===== config.mk =====
export PLATFORM = sky130hd
export DESIGN_NAME = ppac_ctrl
export DESIGN_NICKNAME = d
export VERILOG_FILES = /design/src/design/ppac_pkg.sv /design/src/design/ppac_ctrl.sv
export SDC_FILE = /design/constraint.sdc
export NUM_CORES = 1
export LEC_CHECK = 0
export BUFFER_PORTS_ARGS = -buffer_cell sky130_fd_sc_hd__buf_2
export CAP_MARGIN = 15
export CORE_MARGIN = 2
export CORE_UTILIZATION = 50
export CTS_BUF_LIST = sky130_fd_sc_hd__clkbuf_4 sky130_fd_sc_hd__clkbuf_8 sky130_fd_sc_hd__clkbuf_16
export DETAILED_ROUTE_END_ITERATION = 6
export PLACE_DENSITY = 0.87
export SYNTH_ARGS = -nofsm -noshare
export SYNTH_HDL_FRONTEND = slang
export SYNTH_SLANG_ARGS = --single-unit

===== constraint.sdc =====
create_clock -name CLOCK_I -period 2.29 [get_ports CLOCK_I]
set_clock_uncertainty 0.1 [all_clocks]
set_input_delay 0.3435 -clock CLOCK_I [delete_from_list [all_inputs] [get_ports CLOCK_I]]
set_output_delay 0.3435 -clock CLOCK_I [all_outputs]
set_load 0.01 [all_outputs]

===== src/design/ppac_pkg.sv =====
// package for the pwm prescale, align and pair-join control block
// assumes one bus clock; registers reached over axi4-lite with 32-bit data
package ppac_pkg;

  // register byte addresses (printed offsets are indices, byte address is four times)
  localparam logic [7:0] PRESCALE_IDX = 8'h03;
  localparam logic [7:0] ALIGN_IDX = 8'h04;
  localparam logic [7:0] CONTROL_IDX = 8'h05;
  localparam logic [7:0] ENABLE_IDX = 8'h00;
  localparam logic [9:0] PRESCALE_ADDR = {PRESCALE_IDX, 2'b00};
  localparam logic [9:0] ALIGN_ADDR = {ALIGN_IDX, 2'b00};
  localparam logic [9:0] CONTROL_ADDR = {CONTROL_IDX, 2'b00};
  localparam logic [9:0] ENABLE_ADDR = {ENABLE_IDX, 2'b00};

  // field positions
  localparam int CLKB_LSB = 4;
  localparam int CLKA_LSB = 0;
  localparam int WAIT_STOP_BIT = 3;
  localparam int FREEZE_STOP_BIT = 2;
  localparam int JOIN_LSB = 4;

  // writable masks; undocumented bits read zero
  localparam logic [7:0] PRESCALE_MASK = 8'h77;
  localparam logic [7:0] CONTROL_MASK = 8'hFC;

  // reset values
  localparam logic [7:0] PRESCALE_RST = 8'h00;
  localparam logic [7:0] ALIGN_RST = 8'h00;
  localparam logic [7:0] CONTROL_RST = 8'h00;
  localparam logic [7:0] ENABLE_RST = 8'h00;
  localparam logic [6:0] PRESCALER_RST = 7'h00;

  localparam logic [1:0] RESP_OKAY = 2'b00;
  localparam logic [1:0] RESP_SLVERR = 2'b10;

  // per-channel configuration handed to the counters
  typedef struct packed {
    logic [7:0] center_mode;   // 1 center-aligned
    logic [7:0] enable_eff;    // effective channel enables
    logic [7:0] out_allowed;   // output line may drive
    logic [3:0] joined;        // pair joins 01,23,45,67
  } ppac_chan_cfg_t;

  // bus write / read slot state
  typedef enum logic [2:0] {
    WR_IDLE = 3'b001,
    WR_RESP = 3'b010,
    WR_HOLD = 3'b100
  } ppac_wr_state_t;

endpackage : ppac_pkg


===== src/design/ppac_ctrl.sv =====
// pwm prescaler, align-mode and pair-join configuration with axi4-lite slave
// assumes WAIT_I and FREEZE_I come from other clock logic and are synchronised here
module ppac_ctrl
  import ppac_pkg::*;
(
  // clock and reset
  input wire logic CLOCK_I,
  input wire logic RST_I,
  // axi4-lite write address, data and response
  input wire logic [9:0] AWADDR_I,
  input wire logic AWVALID_I,
  output logic AWREADY_O,
  input wire logic [31:0] WDATA_I,
  input wire logic [3:0] WSTRB_I,
  input wire logic WVALID_I,
  output logic WREADY_O,
  output logic [1:0] BRESP_O,
  output logic BVALID_O,
  input wire logic BREADY_I,
  // axi4-lite read
  input wire logic [9:0] ARADDR_I,
  input wire logic ARVALID_I,
  output logic ARREADY_O,
  output logic [31:0] RDATA_O,
  output logic [1:0] RRESP_O,
  output logic RVALID_O,
  input wire logic RREADY_I,
  // operating modes from the system
  input wire logic WAIT_I,
  input wire logic FREEZE_I,
  // prescaled ticks and channel configuration
  output logic CLOCK_A_TICK_O,
  output logic CLOCK_B_TICK_O,
  output ppac_pkg::ppac_chan_cfg_t CHAN_CFG_O
);
  import ppac_pkg::*;

  // register state
  logic [7:0] prescale_q, prescale_d;
  logic [7:0] align_q, align_d;
  logic [7:0] control_q, control_d;
  logic [7:0] enable_q, enable_d;
  logic [6:0] presc_cnt_q, presc_cnt_d;
  logic tick_a_q, tick_a_d, tick_b_q, tick_b_d;
  ppac_chan_cfg_t cfg_q, cfg_d;
  logic wait_s1_q, wait_s2_q, frz_s1_q, frz_s2_q;
  // bus state
  logic aw_got_q, aw_got_d, w_got_q, w_got_d;
  logic [9:0] awaddr_q, awaddr_d;
  logic [7:0] wdata_q, wdata_d;
  logic wstrb0_q, wstrb0_d;
  logic bvalid_q, bvalid_d;
  logic [1:0] bresp_q, bresp_d;
  logic rvalid_q, rvalid_d;
  logic [1:0] rresp_q, rresp_d;
  logic [7:0] rdata_q, rdata_d;
  logic presc_run;
  // word address of the read request; the byte lanes below bit 2 are ignored
  logic [9:0] ar_word;
  // readies kept in flops so every bus output comes straight from a register
  logic awready_q, awready_d;
  logic wready_q, wready_d;
  logic arready_q, arready_d;

  // maps an address to a known register
  function automatic logic addr_hit(input logic [9:0] a);
    addr_hit = (a == PRESCALE_ADDR) || (a == ALIGN_ADDR) ||
               (a == CONTROL_ADDR) || (a == ENABLE_ADDR);
  endfunction : addr_hit

  // tick when all counter bits below the selected ratio are ones
  function automatic logic div_tick(input logic [2:0] sel, input logic [6:0] cnt);
    logic [6:0] low_mask;
    low_mask = 7'((8'h01 << sel) - 8'h01);
    div_tick = ((cnt & low_mask) == low_mask);
  endfunction : div_tick

  // mode inputs cross in through two flops each
  always_ff @(posedge CLOCK_I)
  begin
    if (RST_I)
    begin
      wait_s1_q <= 1'b0;
      wait_s2_q <= 1'b0;
      frz_s1_q <= 1'b0;
      frz_s2_q <= 1'b0;
    end
    else
    begin
      wait_s1_q <= WAIT_I;
      wait_s2_q <= wait_s1_q;
      frz_s1_q <= FREEZE_I;
      frz_s2_q <= frz_s1_q;
    end
  end

  // prescaler gating: wait stop, freeze stop, all channels off
  // the stop holds the count itself, so no gated clock ever reaches the flops
  always_comb
  begin
    presc_run = 1'b1;
    if (control_q[WAIT_STOP_BIT] && wait_s2_q)
      presc_run = 1'b0;
    if (control_q[FREEZE_STOP_BIT] && frz_s2_q)
      presc_run = 1'b0;
    if (enable_q == 8'h00)
      presc_run = 1'b0;
  end

  // free-running counter holds its value while stopped, so counts resume
  // the 7-bit wrap gives the divide-by-128 period with no extra compare
  always_comb
  begin
    presc_cnt_d = presc_cnt_q;
    tick_a_d = 1'b0;
    tick_b_d = 1'b0;
    if (presc_run)
    begin
      presc_cnt_d = presc_cnt_q + 7'h01;
      tick_a_d = div_tick(prescale_q[CLKA_LSB +: 3], presc_cnt_q);
      tick_b_d = div_tick(prescale_q[CLKB_LSB +: 3], presc_cnt_q);
    end
  end

  // channel configuration: odd channel governs a joined pair
  always_comb
  begin
    cfg_d.center_mode = align_q;
    cfg_d.joined = control_q[JOIN_LSB +: 4];
    cfg_d.enable_eff = enable_q;
    cfg_d.out_allowed = 8'hFF;
    for (int p = 0; p < 4; p++)
    begin
      if (control_q[JOIN_LSB + p])
      begin
        cfg_d.enable_eff[2 * p] = enable_q[2 * p + 1];
        cfg_d.out_allowed[2 * p] = 1'b0;
        cfg_d.center_mode[2 * p] = align_q[2 * p + 1];
      end
    end
  end

  // axi write path, address and data accepted in either order
  always_comb
  begin
    aw_got_d = aw_got_q;
    w_got_d = w_got_q;
    awaddr_d = awaddr_q;
    wdata_d = wdata_q;
    wstrb0_d = wstrb0_q;
    bvalid_d = bvalid_q;
    bresp_d = bresp_q;
    prescale_d = prescale_q;
    align_d = align_q;
    control_d = control_q;
    enable_d = enable_q;
    if (AWVALID_I && !aw_got_q && !bvalid_q)
    begin
      aw_got_d = 1'b1;
      awaddr_d = {AWADDR_I[9:2], 2'b00};
    end
    if (WVALID_I && !w_got_q && !bvalid_q)
    begin
      w_got_d = 1'b1;
      wdata_d = WDATA_I[7:0];
      wstrb0_d = WSTRB_I[0];
    end
    if (aw_got_q && w_got_q)
    begin
      aw_got_d = 1'b0;
      w_got_d = 1'b0;
      bvalid_d = 1'b1;
      bresp_d = addr_hit(awaddr_q) ? RESP_OKAY : RESP_SLVERR;
      if (wstrb0_q)
      begin
        case (awaddr_q)
          PRESCALE_ADDR: prescale_d = wdata_q & PRESCALE_MASK;
          ALIGN_ADDR: align_d = wdata_q;
          CONTROL_ADDR: control_d = wdata_q & CONTROL_MASK;
          ENABLE_ADDR: enable_d = wdata_q;
          default: ;
        endcase
      end
    end
    if (bvalid_q && BREADY_I)
      bvalid_d = 1'b0;
    // a slot reopens only once its response has been taken
    awready_d = !aw_got_d && !bvalid_d;
    wready_d = !w_got_d && !bvalid_d;
  end

  // low address bits are ignored, as on the write side
  assign ar_word = {ARADDR_I[9:2], 2'b00};

  // axi read path, one cycle to answer, held until rready
  always_comb
  begin
    rvalid_d = rvalid_q;
    rresp_d = rresp_q;
    rdata_d = rdata_q;
    if (rvalid_q && RREADY_I)
      rvalid_d = 1'b0;
    if (ARVALID_I && !rvalid_q)
    begin
      rvalid_d = 1'b1;
      rresp_d = addr_hit(ar_word) ? RESP_OKAY : RESP_SLVERR;
      case (ar_word)
        PRESCALE_ADDR: rdata_d = prescale_q;
        ALIGN_ADDR: rdata_d = align_q;
        CONTROL_ADDR: rdata_d = control_q;
        ENABLE_ADDR: rdata_d = enable_q;
        default: rdata_d = 8'h00;
      endcase
    end
    arready_d = !rvalid_d;
  end

  // all state except the mode-input synchronisers registered here
  always_ff @(posedge CLOCK_I)
  begin
    if (RST_I)
    begin
      prescale_q <= PRESCALE_RST;
      align_q <= ALIGN_RST;
      control_q <= CONTROL_RST;
      enable_q <= ENABLE_RST;
      presc_cnt_q <= PRESCALER_RST;
      tick_a_q <= 1'b0;
      tick_b_q <= 1'b0;
      cfg_q <= '0;
      aw_got_q <= 1'b0;
      w_got_q <= 1'b0;
      awaddr_q <= 10'h000;
      wdata_q <= 8'h00;
      wstrb0_q <= 1'b0;
      bvalid_q <= 1'b0;
      bresp_q <= RESP_OKAY;
      rvalid_q <= 1'b0;
      rresp_q <= RESP_OKAY;
      rdata_q <= 8'h00;
      // readies come up high so the first request after reset is taken at once
      awready_q <= 1'b1;
      wready_q <= 1'b1;
      arready_q <= 1'b1;
    end
    else
    begin
      prescale_q <= prescale_d;
      align_q <= align_d;
      control_q <= control_d;
      enable_q <= enable_d;
      presc_cnt_q <= presc_cnt_d;
      tick_a_q <= tick_a_d;
      tick_b_q <= tick_b_d;
      cfg_q <= cfg_d;
      aw_got_q <= aw_got_d;
      w_got_q <= w_got_d;
      awaddr_q <= awaddr_d;
      wdata_q <= wdata_d;
      wstrb0_q <= wstrb0_d;
      bvalid_q <= bvalid_d;
      bresp_q <= bresp_d;
      rvalid_q <= rvalid_d;
      rresp_q <= rresp_d;
      rdata_q <= rdata_d;
      awready_q <= awready_d;
      wready_q <= wready_d;
      arready_q <= arready_d;
    end
  end

  // outputs straight from flops
  assign AWREADY_O = awready_q;
  assign WREADY_O = wready_q;
  assign BVALID_O = bvalid_q;
  assign BRESP_O = bresp_q;
  assign ARREADY_O = arready_q;
  assign RVALID_O = rvalid_q;
  assign RRESP_O = rresp_q;
  assign RDATA_O = {24'h00_0000, rdata_q};
  assign CLOCK_A_TICK_O = tick_a_q;
  assign CLOCK_B_TICK_O = tick_b_q;
  assign CHAN_CFG_O = cfg_q;

endmodule : ppac_ctrl


==> results.md <==
- Worst Reg-to-Reg Cells: 5
- Clk Latency, worst-skew pair: around 0.37 ns
- Overall Power: 3398 µW
- Crit path capture type: flop
- Synthesized area: slightly above 0.004 mm²
- Crit path buffers/inverters: 0
- Die Y: around 95 µm
- Worst path required time: roughly 2.4 ns
- Clock buffer depth: 2
- Fillers: between 700 and 800
- Reg2Reg Launch Point: prescale_q[6]$_SDFFE_PP0P_
- Core area: just over 0.008 mm²
- Post-CTS setup buffer count: 0
- DRT antenna net count: 0
- TNS Setup: 0 ns
- GRT Overall Usage: ~20%
- Synth Instances: between 400 and 500
- Root Driver: clkbuf_8
- Area Overhead vs Synth: 14.78%
- Max VDD drop: 0.5097 mV
- Area occupied by multi-input gates: roughly 0.0019 mm²
- Initial antenna violation count: 0
- Final setup violating endpoints: 0
- CP Launch Type: flop
- Dpl hpwl: 6304 µm
- CP Max Fanout: 8
- Slowest CP cell: or3_1
- Worst-path clk slew: 0.09 ns
- Worst-Margin Slew: ~0.53 ns
- Slowest Stage Delay on Critical Path: ~0.40 ns
- Worst Hold End: frz_s1_q$_SDFF_PP0_
- Resized cells post-CTS: 0
- Antenna cells: 0
- R2R setup slack: roughly 0.37 ns
- CTS Buf Count: 9
- Buffers on Ports: 78
- GR Util met2: 33.51%
- Status: finished, final reports clean
- Drt first-iter violations: approximately 150
- Number of synthesized flops with an enable pin: 0
- Worst Hold Path Cells: 2
- Seq cells post-synth: 100
- RR Endpoint: CLOCK_B_TICK_O$_SDFF_PP0_
- Hold Slack: between 0.09 and 0.1 ns
- Static leakage: about 0.0021 µW
- Post-synth ARST share: 0%
- Initial core utilization: approximately half
- Site row count: 33
- Post-layout util: between 50% and 60%
- Max-Cap Viols: 0
- Final global-route overflow total: 0
- Hold path start: FREEZE_I
- Distinct cell type count after synthesis: 52
- Vias/cell: slightly above 5
- Final period utilization: a little over four fifths
- Largest net degree at the start of global routing: 68
- Register area share after synthesis: between 40 and 50%
- Cell area power density: between 700 and 800 mW/mm²
- Critical-path cell list: or3_1 > ha_1 > xnor2_1 > o22ai_1 > a2111oi_0
- # hold bufs at CTS: 0
- Vias: around 3200
- First-pass GRT wire length: 13630 µm
- CTS Sinks: 100
- Syn avg cell area: between 9 and 10 µm²
- Worst hold path type: in2reg
- Fin. Hold Viols: 0
- GR Util met3: around 3.9%
- Fraction of layout cells with a size suffix above 1: roughly 22%
- CP arrival: 2.06 ns
- Final GP Congestion: slightly above 0.8
- Die area: 0.009003 mm²
- CTS H-tree lvls: 3
- Routed wire length: just under 9000 µm
- Number of global-route vias before repair: ~2900
- Post-layout min period: between 1.5 and 2 ns
- Max-slew violations: 0
- Ports: around 140
- Slew margin rel.: between 60% and 70%
- TritonCTS clock tree: built
- Wire per inst: 14.33 µm
- Crit path max-delay family: compound AO/OA/AOI/OAI gates
- FMAX: ~0.52 GHz
- DIE WIDTH: ~95 µm
- Residual DRC count: 0
- Synth warnings: 0
- Kind of critical path: reg2reg
- DR pass1 iterations: 4
- Most common flop cell mapped by yosys: dfxtp_1
- M1 GR Usage: approximately a quarter
- Register Area: roughly 0.0020 mm²
- Busiest grt layer: met2
- Final #Nets: around 560
- RSZ-0062 raised after global routing: false
## Yosys cell counts, types with 3 or more instances
cell | count | share of area, %
nand3_1 | 6 | 0.73
o21ai_0 | 9 | 1.1
buf_4 | 29 | 5.3
dfxtp_1 | 100 | 48
o21ai_1 | 9 | 1.1
a211oi_1 | 4 | 0.73
nor3b_1 | 4 | 0.73
a22oi_1 | 5 | 0.91
nand4_2 | 3 | 0.91
inv_1 | 8 | 0.73
xnor2_1 | 8 | 1.7
a22o_1 | 9 | 1.9
mux2i_1 | 52 | 13
nor2_1 | 72 | 6.5
buf_2 | 4 | 0.48
clkbuf_1 | 14 | 1.3
a21oi_1 | 10 | 1.2
buf_1 | 3 | 0.27
nor3_1 | 3 | 0.36
nand2_1 | 22 | 2.0
nor2b_1 | 19 | 2.9
## logic make-up (layout without fill, tap and decap cells)
family	count (synthesis)	count (layout)	share of synthesized area, %
buf+inv	59	107	8.119
xor+xnor	8	8	1.697
compound gates	60	60	9.604
flops	100	100	48.47
other cells	1	26	0.09079
mux	53	53	12.87
fa+ha+maj	2	2	0.6058
simple gates	146	146	18.54
## worst max-delay path by stage
stage,startpoint,end,slack (ns),cells after the start
after global routing,prescale_q[6]$_SDFFE_PP0P_,CLOCK_B_TICK_O$_SDFF_PP0_,0.25,5
after floorplan,prescale_q[6]$_SDFFE_PP0P_,CLOCK_B_TICK_O$_SDFF_PP0_,0.50,6
after CTS,prescale_q[6]$_SDFFE_PP0P_,CLOCK_B_TICK_O$_SDFF_PP0_,0.38,5
final,prescale_q[6]$_SDFFE_PP0P_,CLOCK_B_TICK_O$_SDFF_PP0_,0.37,5
after global placement,prescale_q[6]$_SDFFE_PP0P_,CLOCK_B_TICK_O$_SDFF_PP0_,0.40,5
after detailed placement,prescale_q[6]$_SDFFE_PP0P_,CLOCK_B_TICK_O$_SDFF_PP0_,0.40,5
## where the power goes
part | switching (µW) | leakage [µW] | internal, µW
Sequential | 35.6 | 0.000813 | 1780
Combinational | 137 | 0.00120 | 95.0
Clock | 595 | 0.000122 | 755
## flip-flops by register name (all words and copies together) (netlist names), 6 cells and up
signal,count
CHAN_CFG_O,25
align_q,8
awaddr_q,8
control_q,6
enable_q,8
presc_cnt_q,7
prescale_q,6
rdata_q,8
wdata_q,8
## layout by cell type, fill, tap and decap left out, types with 2 or more instances in the layout
cell type,netlist,layout
dfxtp_1,100,100
buf_2,4,78
nor2_1,72,72
mux2i_1,52,52
conb_1,1,26
nand2_1,22,22
nor2b_1,19,19
a21oi_1,10,10
clkbuf_8,0,10
a22o_1,9,9
o21ai_1,9,9
o21ai_0,9,9
inv_1,8,8
xnor2_1,8,8
nand3_1,6,6
a22oi_1,5,5
a211oi_1,4,4
nor3b_1,4,3
nor3_1,3,3
nand4_2,3,3
bufinv_16,0,3
buf_4,29,3
or3_1,2,2
o31ai_1,2,2
nor4_2,2,2
o211ai_1,2,2
ha_1,2,2
## metal layers
| layer | vias to the layer above | wire (µm) |
|---|---|---|
| met5 | - | 0 |
| met4 | 0 | 124 |
| met3 | 11 | 553 |
| met2 | 104 | 4282 |
| met1 | 1495 | 3738 |
| li1 | 1543 | - |
## final cells by class
cell class,count,share of cell area [%]
inverters,9,0.7126
repair buffers,82,9.132
clock buffers,10,2.903
flip-flops and latches,100,42.23
multi-input cells,295,39.90
clock inverters,6,2.349
well taps,105,2.771
## metrics by stage
step,worst slack (ns),instances,cell area (µm²)
floorplan,0.5011,454,4224
detailed placement,0.3998,591,4492
CTS,0.3798,607,4741
global route,0.2461,607,4741
global placement,0.4018,591,4492
finish,0.3741,607,4741
(Power assumes the default switching activity.)
